`config.mk`:
```
export PLATFORM = sky130hd
export DESIGN_NAME = afc_host
export DESIGN_NICKNAME = d
export VERILOG_FILES = /design/src/rtl/afc_pkg.sv /design/src/rtl/afc_host.sv
export SDC_FILE = /design/constraint.sdc
export NUM_CORES = 1
export LEC_CHECK = 0
export ABC_AREA = 0
export ABC_CLOCK_PERIOD_IN_PS = 3100
export BUFFER_PORTS_ARGS = -buffer_cell sky130_fd_sc_hd__buf_2
export CAP_MARGIN = 20
export CORE_MARGIN = 5
export CORE_UTILIZATION = 51
export DETAILED_ROUTE_END_ITERATION = 12
export GPL_TIMING_DRIVEN = 0
export HOLD_SLACK_MARGIN = 0.1
export PLACE_DENSITY_LB_ADDON = 0.25
export SLEW_MARGIN = 10
export SYNTH_ARGS = -nofsm -noshare
export SYNTH_HDL_FRONTEND = slang
export SYNTH_SLANG_ARGS = --single-unit
```
`constraint.sdc`:
```
create_clock -name aclk -period 3.1 [get_ports aclk]
set_input_delay 0 -clock aclk [delete_from_list [all_inputs] [get_ports aclk]]
set_output_delay 0 -clock aclk [all_outputs]
set_load 0.05 [all_outputs]
```
`src/rtl/afc_pkg.sv`:
```
// Constants, types and helpers for the host controller of the 2048 x 9 strobe FIFO.
// Function
// - Host resets the device before any write.
// - Strobes high before reset release, then recover.
// - Host triggers rewind by pulsing it low.
// - Read strobe high around rewind release.
package afc_pkg;

   // Device word width.
   localparam int WORD_W = 9;

   // Register offsets (byte addresses, one aligned word each).
   localparam logic [3:0] OFS_CTRL   = 4'h0;
   localparam logic [3:0] OFS_WDATA  = 4'h4;
   localparam logic [3:0] OFS_RDATA  = 4'h8;
   localparam logic [3:0] OFS_STATUS = 4'hc;

   // Control register fields: one-shot commands and static pin levels.
   localparam int CTRL_WRITE   = 0;
   localparam int CTRL_READ    = 1;
   localparam int CTRL_CLEAR   = 2;
   localparam int CTRL_REWIND  = 3;
   localparam int CTRL_HEAD_N  = 8;
   localparam int CTRL_CHAIN_N = 9;

   // Status register fields.
   localparam int ST_BUSY    = 0;
   localparam int ST_READY   = 1;
   localparam int ST_SPACE   = 2;
   localparam int ST_DATA    = 3;
   localparam int ST_HALF    = 4;
   localparam int ST_REFUSED = 5;
   localparam int ST_DROPPED = 6;
   localparam int ST_RVALID  = 7;

   // Reset value of the static pin levels: single device, no chaining.
   localparam logic CTRL_HEAD_RST  = 1'b1;
   localparam logic CTRL_CHAIN_RST = 1'b0;

   // AXI responses.
   localparam logic [1:0] RESP_OKAY   = 2'b00;
   localparam logic [1:0] RESP_SLVERR = 2'b10;

   // Clock period and device timing in ns, slowest-safe figures of the fastest grade.
   localparam int CLK_NS      = 10;
   localparam int T_WPW_NS    = 50;
   localparam int T_WR_NS     = 15;
   localparam int T_DS_NS     = 30;
   localparam int T_RPW_NS    = 50;
   localparam int T_ACC_NS    = 50;
   localparam int T_RR_NS     = 15;
   localparam int T_RS_NS     = 50;
   localparam int T_RSR_NS    = 15;
   localparam int T_RT_NS     = 50;
   localparam int T_RTR_NS    = 15;
   localparam int T_FFW_NS    = 10;

   // Least time to whole cycles, rounded up, never below one.
   function automatic int cyc_up(input int ns);
      int c;
      c = (ns + CLK_NS - 1) / CLK_NS;
      return (c < 1) ? 1 : c;
   endfunction

   localparam logic [3:0] WR_LOW_CYC  = 4'(cyc_up((T_WPW_NS > T_DS_NS) ? T_WPW_NS : T_DS_NS));
   localparam logic [3:0] WR_REC_CYC  = 4'(cyc_up(T_WR_NS));
   // One extra cycle so the sampled data is past the access time.
   localparam logic [3:0] RD_LOW_CYC  = 4'(cyc_up((T_RPW_NS > T_ACC_NS) ? T_RPW_NS : T_ACC_NS)
                                            + 1);
   localparam logic [3:0] RD_REC_CYC  = 4'(cyc_up(T_RR_NS));
   localparam logic [3:0] RS_LOW_CYC  = 4'(cyc_up(T_RS_NS));
   localparam logic [3:0] RS_REC_CYC  = 4'(cyc_up(T_RSR_NS));
   localparam logic [3:0] RT_LOW_CYC  = 4'(cyc_up(T_RT_NS));
   localparam logic [3:0] RT_REC_CYC  = 4'(cyc_up(T_RTR_NS));
   localparam logic [3:0] FLAG_SETTLE_CYC = 4'(cyc_up(T_FFW_NS));

   // Sequencer states, Gray steps from low phase to recovery on each access path.
   typedef enum logic [3:0] {
      S_IDLE   = 4'h0,
      S_W_LOW  = 4'h1,
      S_W_REC  = 4'h3,
      S_R_LOW  = 4'h2,
      S_R_REC  = 4'h6,
      S_RS_LOW = 4'h4,
      S_RS_REC = 4'h5,
      S_RT_LOW = 4'hc,
      S_RT_REC = 4'hd
   } afc_state_t;

endpackage

```
`src/rtl/afc_host.sv`:
```
// Host controller that drives the strobe FIFO pins from AXI4-Lite commands.
//
// Design decisions made here: the register addresses and register access over AXI4-Lite.
`timescale 1ns/1ns
module afc_host import afc_pkg::*; (
   input  wire logic              aclk,                    // System clock, 100 MHz.
   input  wire logic              aresetn,                 // Synchronous reset, active low.
   input  wire logic [3:0]        s_axi_awaddr,            // Write address.
   input  wire logic              s_axi_awvalid,           // Write address valid.
   output logic                   s_axi_awready,           // Write address ready.
   input  wire logic [31:0]       s_axi_wdata,             // Write data.
   input  wire logic [3:0]        s_axi_wstrb,             // Write byte strobes.
   input  wire logic              s_axi_wvalid,            // Write data valid.
   output logic                   s_axi_wready,            // Write data ready.
   output logic [1:0]             s_axi_bresp,             // Write response.
   output logic                   s_axi_bvalid,            // Write response valid.
   input  wire logic              s_axi_bready,            // Write response ready.
   input  wire logic [3:0]        s_axi_araddr,            // Read address.
   input  wire logic              s_axi_arvalid,           // Read address valid.
   output logic                   s_axi_arready,           // Read address ready.
   output logic [31:0]            s_axi_rdata,             // Read data.
   output logic [1:0]             s_axi_rresp,             // Read response.
   output logic                   s_axi_rvalid,            // Read data valid.
   input  wire logic              s_axi_rready,            // Read data ready.
   output logic                   fifo_clear_n,            // Device reset, active low.
   output logic                   fifo_write_n,            // Write strobe, active low.
   output logic                   fifo_read_n,             // Read strobe, active low.
   output logic                   first_load_or_rewind_n,  // Head select at reset, else rewind.
   output logic                   chain_enable_in_n,       // Expansion input level.
   output logic [WORD_W-1:0]      fifo_data_in,            // Data to the device.
   input  wire logic [WORD_W-1:0] fifo_data_out,           // Data from the device.
   input  wire logic              no_space_flag_n,         // Device full, active low.
   input  wire logic              no_data_flag_n,          // Device empty, active low.
   input  wire logic              chain_out_or_halfway_n   // Halfway flag, active low.
);

   afc_state_t          state_reg, state_next;
   logic [3:0]          cnt_reg;
   logic [3:0]          space_ok_cnt_reg;
   logic                ready_reg;
   logic                head_n_reg, chain_n_reg;
   logic [3:0]          cmd_reg;
   logic [WORD_W-1:0]   wdata_reg, rcap_reg;
   logic                refused_reg, dropped_reg, rvalid_reg;
   logic                full_sync_reg, empty_sync_reg, half_sync_reg;
   logic                aw_have_reg, w_have_reg;
   logic [3:0]          aw_addr_reg;
   logic [31:0]         w_data_reg;
   logic [3:0]          w_strb_reg;

   // Decode of the buffered write and of the read address.
   wire        do_write    = aw_have_reg && w_have_reg && !s_axi_bvalid;
   wire        wr_ctrl     = do_write && (aw_addr_reg == OFS_CTRL);
   wire        wr_wdata    = do_write && (aw_addr_reg == OFS_WDATA);
   wire        wr_status   = do_write && (aw_addr_reg == OFS_STATUS);
   wire        wr_known    = wr_ctrl || wr_wdata || wr_status;
   wire        rd_take     = s_axi_arvalid && s_axi_arready;
   wire        rd_known    = (s_axi_araddr == OFS_CTRL) || (s_axi_araddr == OFS_WDATA) ||
                             (s_axi_araddr == OFS_RDATA) || (s_axi_araddr == OFS_STATUS);
   wire        idle        = (state_reg == S_IDLE);
   wire        step_done   = (state_reg == S_W_LOW  && cnt_reg == WR_LOW_CYC - 4'h1) ||
                             (state_reg == S_W_REC  && cnt_reg == WR_REC_CYC - 4'h1) ||
                             (state_reg == S_R_LOW  && cnt_reg == RD_LOW_CYC - 4'h1) ||
                             (state_reg == S_R_REC  && cnt_reg == RD_REC_CYC - 4'h1) ||
                             (state_reg == S_RS_LOW && cnt_reg == RS_LOW_CYC - 4'h1) ||
                             (state_reg == S_RS_REC && cnt_reg == RS_REC_CYC - 4'h1) ||
                             (state_reg == S_RT_LOW && cnt_reg == RT_LOW_CYC - 4'h1) ||
                             (state_reg == S_RT_REC && cnt_reg == RT_REC_CYC - 4'h1);
   // Full is trusted released only after it has stood high long enough.
   wire        space_ok    = full_sync_reg && (space_ok_cnt_reg >= FLAG_SETTLE_CYC);
   wire        data_ok     = empty_sync_reg;
   // Writes are held back until the device has seen its first reset.
   wire        go_write    = idle && ready_reg && cmd_reg[CTRL_WRITE] && !cmd_reg[CTRL_CLEAR];
   wire        go_read     = idle && ready_reg && cmd_reg[CTRL_READ] && !cmd_reg[CTRL_WRITE];
   wire        refuse_now  = (go_write && !space_ok) || (go_read && !data_ok);
   wire [31:0] status_word = {24'h000000, rvalid_reg, dropped_reg, refused_reg, half_sync_reg,
                              empty_sync_reg, full_sync_reg, ready_reg, !idle};
   wire [31:0] ctrl_word   = {22'h000000, chain_n_reg, head_n_reg, 4'h0, cmd_reg};

   // Sequencer: clear has priority, then rewind, write, read.
   always_comb begin
      state_next = state_reg;
      case (state_reg)
         S_IDLE: begin
            if (cmd_reg[CTRL_CLEAR] || !ready_reg)
               state_next = S_RS_LOW;
            else if (cmd_reg[CTRL_REWIND])
               state_next = S_RT_LOW;
            else if (go_write && space_ok)
               state_next = S_W_LOW;
            else if (go_read && data_ok)
               state_next = S_R_LOW;
         end
         S_W_LOW:  if (step_done) state_next = S_W_REC;
         S_W_REC:  if (step_done) state_next = S_IDLE;
         S_R_LOW:  if (step_done) state_next = S_R_REC;
         S_R_REC:  if (step_done) state_next = S_IDLE;
         S_RS_LOW: if (step_done) state_next = S_RS_REC;
         S_RS_REC: if (step_done) state_next = S_IDLE;
         S_RT_LOW: if (step_done) state_next = S_RT_REC;
         S_RT_REC: if (step_done) state_next = S_IDLE;
         default:  state_next = S_IDLE;
      endcase
   end

   // State and phase counter. Reset leaves the sequencer idle, so the power-up clear enters
   // its low phase with a fresh count and keeps the full pulse width.
   always_ff @(posedge aclk) begin
      if (!aresetn) begin
         state_reg <= S_IDLE;
         cnt_reg   <= 4'h0;
      end else begin
         state_reg <= state_next;
         cnt_reg   <= (state_next != state_reg) ? 4'h0 : cnt_reg + 4'h1;
      end
   end

   // Pin drivers, all from flops. Strobes stay high through reset and its recovery.
   always_ff @(posedge aclk) begin
      if (!aresetn) begin
         fifo_clear_n           <= 1'b1;
         fifo_write_n           <= 1'b1;
         fifo_read_n            <= 1'b1;
         first_load_or_rewind_n <= 1'b1;
         chain_enable_in_n      <= 1'b0;
      end else begin
         fifo_clear_n           <= !(state_next == S_RS_LOW);
         fifo_write_n           <= !(state_next == S_W_LOW);
         fifo_read_n            <= !(state_next == S_R_LOW);
         // Head select is shown during reset; outside it the pin is the rewind strobe.
         // Read strobe is already high and stays so through recovery.
         first_load_or_rewind_n <= (state_next == S_RT_LOW) ? 1'b0 :
                                   (state_next == S_RS_LOW) ? head_n_reg : 1'b1;
         chain_enable_in_n      <= chain_n_reg;
      end
   end

   // Power-up reset bookkeeping and device flag sampling.
   always_ff @(posedge aclk) begin
      if (!aresetn) begin
         ready_reg        <= 1'b0;
         full_sync_reg    <= 1'b0;
         empty_sync_reg   <= 1'b0;
         half_sync_reg    <= 1'b1;
         space_ok_cnt_reg <= 4'h0;
      end else begin
         if (state_reg == S_RS_REC && step_done)
            ready_reg <= 1'b1;
         full_sync_reg    <= no_space_flag_n;
         empty_sync_reg   <= no_data_flag_n;
         half_sync_reg    <= chain_out_or_halfway_n;
         if (!full_sync_reg)
            space_ok_cnt_reg <= 4'h0;
         else if (space_ok_cnt_reg != FLAG_SETTLE_CYC)
            space_ok_cnt_reg <= space_ok_cnt_reg + 4'h1;
      end
   end

   // Pending commands and static levels. A command written while busy is dropped.
   always_ff @(posedge aclk) begin
      if (!aresetn) begin
         cmd_reg     <= 4'h0;
         head_n_reg  <= CTRL_HEAD_RST;
         chain_n_reg <= CTRL_CHAIN_RST;
         wdata_reg   <= '0;
      end else begin
         if (wr_ctrl && w_strb_reg[0] && idle && cmd_reg == 4'h0)
            cmd_reg <= w_data_reg[3:0];
         else if (idle && state_next != S_IDLE)
            cmd_reg <= 4'h0;
         else if (refuse_now)
            cmd_reg <= 4'h0;
         if (wr_ctrl && w_strb_reg[1]) begin
            head_n_reg  <= w_data_reg[CTRL_HEAD_N];
            chain_n_reg <= w_data_reg[CTRL_CHAIN_N];
         end
         if (wr_wdata && idle) begin
            if (w_strb_reg[0]) wdata_reg[7:0] <= w_data_reg[7:0];
            if (w_strb_reg[1]) wdata_reg[8]   <= w_data_reg[8];
         end
      end
   end
   assign fifo_data_in = wdata_reg;

   // Read capture and sticky status; a set in the clearing cycle wins.
   always_ff @(posedge aclk) begin
      if (!aresetn) begin
         rcap_reg    <= '0;
         rvalid_reg  <= 1'b0;
         refused_reg <= 1'b0;
         dropped_reg <= 1'b0;
      end else begin
         if (state_reg == S_R_LOW && step_done) begin
            rcap_reg   <= fifo_data_out;
            rvalid_reg <= 1'b1;
         end else if (rd_take && s_axi_araddr == OFS_RDATA) begin
            rvalid_reg <= 1'b0;
         end
         refused_reg <= refuse_now ||
                        (refused_reg && !(wr_status && w_data_reg[ST_REFUSED]));
         dropped_reg <= (wr_ctrl && (!idle || cmd_reg != 4'h0)) ||
                        (dropped_reg && !(wr_status && w_data_reg[ST_DROPPED]));
      end
   end

   // AXI write side: address and data are taken in either order, response after both.
   always_ff @(posedge aclk) begin
      if (!aresetn) begin
         aw_have_reg   <= 1'b0;
         w_have_reg    <= 1'b0;
         aw_addr_reg   <= 4'h0;
         w_data_reg    <= 32'h00000000;
         w_strb_reg    <= 4'h0;
         s_axi_awready <= 1'b0;
         s_axi_wready  <= 1'b0;
         s_axi_bvalid  <= 1'b0;
         s_axi_bresp   <= RESP_OKAY;
      end else begin
         if (s_axi_awvalid && s_axi_awready) begin
            aw_have_reg <= 1'b1;
            aw_addr_reg <= {s_axi_awaddr[3:2], 2'b00};
         end else if (do_write) begin
            aw_have_reg <= 1'b0;
         end
         if (s_axi_wvalid && s_axi_wready) begin
            w_have_reg <= 1'b1;
            w_data_reg <= s_axi_wdata;
            w_strb_reg <= s_axi_wstrb;
         end else if (do_write) begin
            w_have_reg <= 1'b0;
         end
         s_axi_awready <= !aw_have_reg && !(s_axi_awvalid && s_axi_awready) && !s_axi_bvalid;
         s_axi_wready  <= !w_have_reg && !(s_axi_wvalid && s_axi_wready) && !s_axi_bvalid;
         if (do_write) begin
            s_axi_bvalid <= 1'b1;
            s_axi_bresp  <= wr_known ? RESP_OKAY : RESP_SLVERR;
         end else if (s_axi_bready) begin
            s_axi_bvalid <= 1'b0;
         end
      end
   end

   // AXI read side: one read at a time, answered the cycle after the address is taken.
   always_ff @(posedge aclk) begin
      if (!aresetn) begin
         s_axi_arready <= 1'b0;
         s_axi_rvalid  <= 1'b0;
         s_axi_rdata   <= 32'h00000000;
         s_axi_rresp   <= RESP_OKAY;
      end else begin
         s_axi_arready <= !s_axi_rvalid && !rd_take;
         if (rd_take) begin
            s_axi_rvalid <= 1'b1;
            s_axi_rresp  <= rd_known ? RESP_OKAY : RESP_SLVERR;
            case (s_axi_araddr)
               OFS_CTRL:   s_axi_rdata <= ctrl_word;
               OFS_WDATA:  s_axi_rdata <= {23'h000000, wdata_reg};
               OFS_RDATA:  s_axi_rdata <= {23'h000000, rcap_reg};
               OFS_STATUS: s_axi_rdata <= status_word;
               default:    s_axi_rdata <= 32'h00000000;
            endcase
         end else if (s_axi_rready) begin
            s_axi_rvalid <= 1'b0;
         end
      end
   end

endmodule

```
== Word-level counts from Yosys, hierarchy flattened ==
Index checks and enable logic that the tools add are counted.
Word-level totals
  bits of input ports: 63
  word-level logic and storage cells: 184
  register bits: 105
  output and inout bits: 55
Operators by class
  add/subtract/negate cells: 2
  reduce and logical (&&, ||, !) cells: 97
  bitwise logic cells: 1
  order comparisons: 1
  equal/unequal tests: 22
  multiplexer cells: 27
Operator list (number)
  $mux W4: 12
  $logic_and A1 B1 Y1: 45
  $pmux W10 S4: 1
  $eq A4 B3 Y1 const B: 7
  $pmux W4 S6: 1
  $eq A4 B4 Y1 const B: 5
  $logic_not A1 Y1: 18
  $logic_or A1 B1 Y1: 17
  $logic_not A4 Y1: 4
  $eq A4 B1 Y1 const B: 3
  $eq A4 B2 Y1 const B: 3
  $mux W1: 11
  $reduce_bool A2 Y1: 5
  $add A4 B1 Y4 const B: 2
  $reduce_bool A4 Y1: 2
  $reduce_and A2 Y1: 3
  $ge A4 B1 Y1 const B: 1
  $mux W2: 2
  $ne A4 B1 Y1 const B: 1
  $ne A4 B4 Y1: 1
  $reduce_or A4 Y1: 1
  $reduce_bool A3 Y1: 1
  $eq A2 B1 Y1 const B: 1
  $eq A2 B2 Y1 const B: 1
  2 further kinds: 2

== Longest topological paths before layout ==
  depth in word-level cells: 15
  gate-level depth with buffers: 8
  depth with buffers taken out: 8

== Worst setup path before layout ==
No wires, ideal clock.
  path type: register -> register
  from: register space_ok_cnt_reg[1]
  to: register cnt_reg[2]
  setup slack: 0.956 ns
  stages on the path, launching flop included: 9
  setup time: 0.078 ns
  buffers on the path: 0
  arrival: 2.066 ns
  clock period less this slack: 2.144 ns
  data required time: 3.022 ns
  cell sequence: dfxtp_1 > inv_1 > ha_1 > or4b_1 > nor3b_1 > o32ai_2 > o21ai_1 > a221o_1 > nor3_1
On the way
  cells in the longest elaborated chain, start to end: 9
RTL lines
  start: declaration: RTL line afc_host.sv:39  | logic [3:0] space_ok_cnt_reg;
  start signal: assignment: RTL line afc_host.sv:155  | space_ok_cnt_reg <= space_ok_cnt_reg + 4'h1;
  $ge A4 B1 Y1: RTL line afc_host.sv:70  | wire space_ok = full_sync_reg && (space_ok_cnt_reg >= FLAG_SETTLE_CYC);
  $logic_and A1 B1 Y1: RTL line afc_host.sv:70
  $logic_and A1 B1 Y1: RTL line afc_host.sv:89  | else if (go_write && space_ok)
  $mux W4: RTL line afc_host.sv:89
  $mux W4: RTL line afc_host.sv:87  | else if (cmd_reg[CTRL_REWIND])
  $mux W4: RTL line afc_host.sv:85  | if (cmd_reg[CTRL_CLEAR] || !ready_reg)
  $pmux W4 S6: RTL line afc_host.sv:83  | case (state_reg)
  $ne A4 B4 Y1: RTL line afc_host.sv:114  | cnt_reg <= (state_next != state_reg) ? 4'h0 : cnt_reg + 4'h1;
  $reduce_or A2 Y1 (no source line)
  end signal: assignment: RTL line afc_host.sv:114
  end: declaration: RTL line afc_host.sv:38  | logic [3:0] cnt_reg;
No other way between the ends.
A chain may end at the register's enable or synchronous reset.

== Worst setup path after layout ==
  from: register space_ok_cnt_reg[1]
  to: register cnt_reg[1]
Same word-level chain as after synthesis.

==> impl_metrics.json <==
{
  "ant_nets": 0,
  "gr-total-overflow": 0,
  "place.gp.congestion": 0.8556,
  "max_slew.worst_pin.slew_ns": 0.8648,
  "synth_area_mm2": 0.003702,
  "synth_flop_cell": "dfxtp_1",
  "grt_pass1_vias": 3125,
  "root_buffer": "clkbuf_8",
  "pwr-share-comb": 0.142,
  "die_area_mm2": 0.009063,
  "synth_mux_area_frac": 0.09902,
  "p_int_mw": 1.577,
  "r2r-start": "space_ok_cnt_reg[1]",
  "syn_inst": 413,
  "ir_drop_mv": 0.2860,
  "clock_latency_ns": 0.34,
  "synth_seq_area_share": 0.4380,
  "initial_utilization": 0.5160,
  "num-nets-final": 619,
  "drt_iter0_drc": 119,
  "hold_viol": 0,
  "met2_length_mm": 4.420,
  "hold_slack_ns": 0.1139,
  "grt_usage": 0.2133,
  "slew_headroom": 0.4190,
  "wire_per_inst_um": 14.54,
  "grt_max_degree": 14,
  "status": "finished clean",
  "fin_crit_ns": 2.404,
  "crit_start": "space_ok_cnt_reg[1]",
  "final.setup.tns_ns": 0,
  "synth_cell_types": 54,
  "die_y_um": 95.20,
  "n_antenna_cell": 0,
  "p_clk_frac": 0.356,
  "rr_worst_depth": 8,
  "yosys.area_share.adder": 0.02028,
  "net-switching-power_mw": 0.5851,
  "cts_tree": "yes",
  "timing.rr.end": "cnt_reg[1]",
  "instances_no_fill": 654,
  "synthSimpleGateAreaFrac": 0.2160,
  "clockBufferDepth": 2,
  "reg2reg_setup_slack_ns": 0.70,
  "rsz0062_at_grt": "no",
  "async_flop_share": 0,
  "postSynthRegisterBits": 81,
  "clkSinkCount": 81,
  "finClkSkew_ns": 0.01000,
  "placed_cell_area_mm2": 0.004238,
  "ys.warnings.count": 0,
  "portBuffers": 65,
  "synth_compound_area_frac": 0.1328,
  "crit_path_end": "cnt_reg[1]",
  "maxUsedRoutingLayer": "met4",
  "first_pass_iters": 5,
  "hp-class": "in -> reg",
  "routed_wl_mm": 9.509,
  "worstPathArrival_ns": 2.66,
  "worstPathRequired_ns": 3.36,
  "p_total_mw": 2.162,
  "design_area_mm2": 0.004815,
  "synth_edf_count": 0,
  "path_clk_slew_ns": 0.08,
  "antenna_found_initial": 0,
  "cts_max_level": 3,
  "leakage_nw": 2.083,
  "wl_met3_um": 698,
  "drive_gt1_frac": 0.2216,
  "wl_met1_mm": 4.275,
  "synth-xor-area-share": 0.01183,
  "min_period_over_period": 0.7756,
  "cts_buffers": 9,
  "yosysTopAreaCell": "dfxtp_1",
  "die_x_um": 95.20,
  "cp-start-kind": "flip-flop",
  "vias_per_cell": 5.180,
  "synth_area_leaders": "dfxtp_1 (44%), mux2i_1 (5.9%), nand2_1 (5.2%), buf_4 (5.1%), nor2_1 (4.7%)",
  "postSynthAreaPerCell_um2": 8.964,
  "max_freq_mhz": 415.9,
  "path_class": "reg -> reg",
  "grt_pass1_wl_mm": 14.97,
  "cts_resized": 0,
  "vias": 3388,
  "core_mm2": 0.007176,
  "crit_path_end_kind": "flip-flop",
  "seq_power_share": 0.502,
  "final-max-slew-violation-count": 0,
  "switching_share": 0.2707,
  "place_inst": 600,
  "ios": 118,
  "setup_viol": 0,
  "maxCapViolations": 0,
  "hpwl_mm": 6.746,
  "core.rowCount": 31,
  "synth_top_family_by_area": "simple AND/OR/NAND/NOR gates",
  "synth_top_area_share": 0.4380,
  "powerDensity_mw_per_mm2": 449.0,
  "critical_path_peak_fanout": 4,
  "remaining_drc_errors": 0,
  "area_delta_synth_final_pct": 30.04
}
## how the worst min path moves through the flow
stage,startpoint,to,cells past startpoint
final,s_axi_araddr[0],s_axi_rdata[2],4
after global routing,s_axi_araddr[0],s_axi_rdata[3],4
after CTS,s_axi_araddr[0],s_axi_rdata[2],4
after detailed placement,chain_out_or_halfway_n,half_sync_reg,2
after global placement,chain_out_or_halfway_n,half_sync_reg,2
after floorplan,chain_out_or_halfway_n,half_sync_reg,1
## worst max-delay path, cell delays in order, from the launching register on
cell and delay (ns):
dfxtp_1 0.39, inv_1 0.08, ha_1 0.19, or4b_1 0.54
nor3b_1 0.18, o32ai_2 0.24, o21ai_1 0.09, a221o_1 0.41
nor3b_1 0.20
## Yosys cell counts, types with 5 or more instances
cell type,n
a21oi_1,32
a22oi_1,6
a32o_1,6
buf_4,25
clkbuf_1,14
dfxtp_1,81
ha_1,6
inv_1,8
mux2_2,5
mux2i_1,22
nand2_1,51
nand2b_1,11
nand3_1,8
nand4_1,8
nor2_1,46
nor3_1,10
nor3b_1,6
o21ai_0,9
## per-layer routing
metal  vias up  global-route usage
met4         0             0.06490
met5         -                   0
met3        12             0.04025
met2       129              0.3464
met1      1577              0.2878
li1       1670                   -
## cells in the final DEF (no fill, tap or decap), types with 2 or more instances in the layout
cell,synthesis,layout
dfxtp_1,81,81
buf_2,3,68
nand2_1,51,51
nor2_1,46,46
dlygate4sd3_1,0,38
a21oi_1,32,32
buf_4,25,25
conb_1,1,24
mux2i_1,22,22
clkbuf_1,14,16
nand2b_1,11,11
nor3_1,10,10
clkbuf_8,0,10
o21ai_0,9,9
inv_1,8,8
nand3_1,8,8
nand4_1,8,8
nor3b_1,6,6
a32o_1,6,6
a22oi_1,6,6
ha_1,6,6
mux2_2,5,5
and2_1,4,4
nor2b_1,4,4
mux4_2,4,4
xnor2_1,3,3
or3_1,3,3
a31oi_1,3,3
xor2_1,2,2
and4b_1,2,2
o21ai_1,2,2
a221o_1,2,2
nand3b_1,2,2
nor4_1,2,2
## cell families after synthesis
kind of cell,after synthesis
flops,81
fa+ha+maj,6
compound gates,73
other cells,1
simple gates,164
mux,31
buf+inv,52
xor+xnor,5
## what timing repair did
| item | CTS | global route |
|---|---|---|
| buffers inserted | 0 | 0 |
| hold buffers | 38 | 0 |
| endpoints found under the hold margin | 31 | 0 |
## final cells by class
class	count	area, um2
Buffer	43	266.5
Multi-Input combinational cell	303	1867
Clock buffer	12	145.1
Timing Repair Buffer	103	705.7
Fill cell	590	2361
Clock inverter	4	51.30
Inverter	9	33.78
Tap cell	99	123.9
Sequential cell	81	1622
## power by group through the flow
stage	logic (mW)	clock network (mW)	registers [mW]
final	0.307	0.770	1.09
after global routing	0.330	0.826	1.09
after global placement	0.264	0	1.11
after CTS	0.304	0.784	1.08
after floorplan	0.181	0	1.13
after detailed placement	0.267	0	1.11
## per-stage QoR
stage / setup slack [ns] / utilization
5_1_grt: 0.4722 / 0.6710
3_5_place_dp: 0.7016 / 0.5906
6_report: 0.6957 / 0.6710
4_1_cts: 0.6778 / 0.6710
3_3_place_gp: 0.7687 / 0.5906
2_1_floorplan: 0.9557 / -
Note: power is estimated with default switching activity, not from simulation.
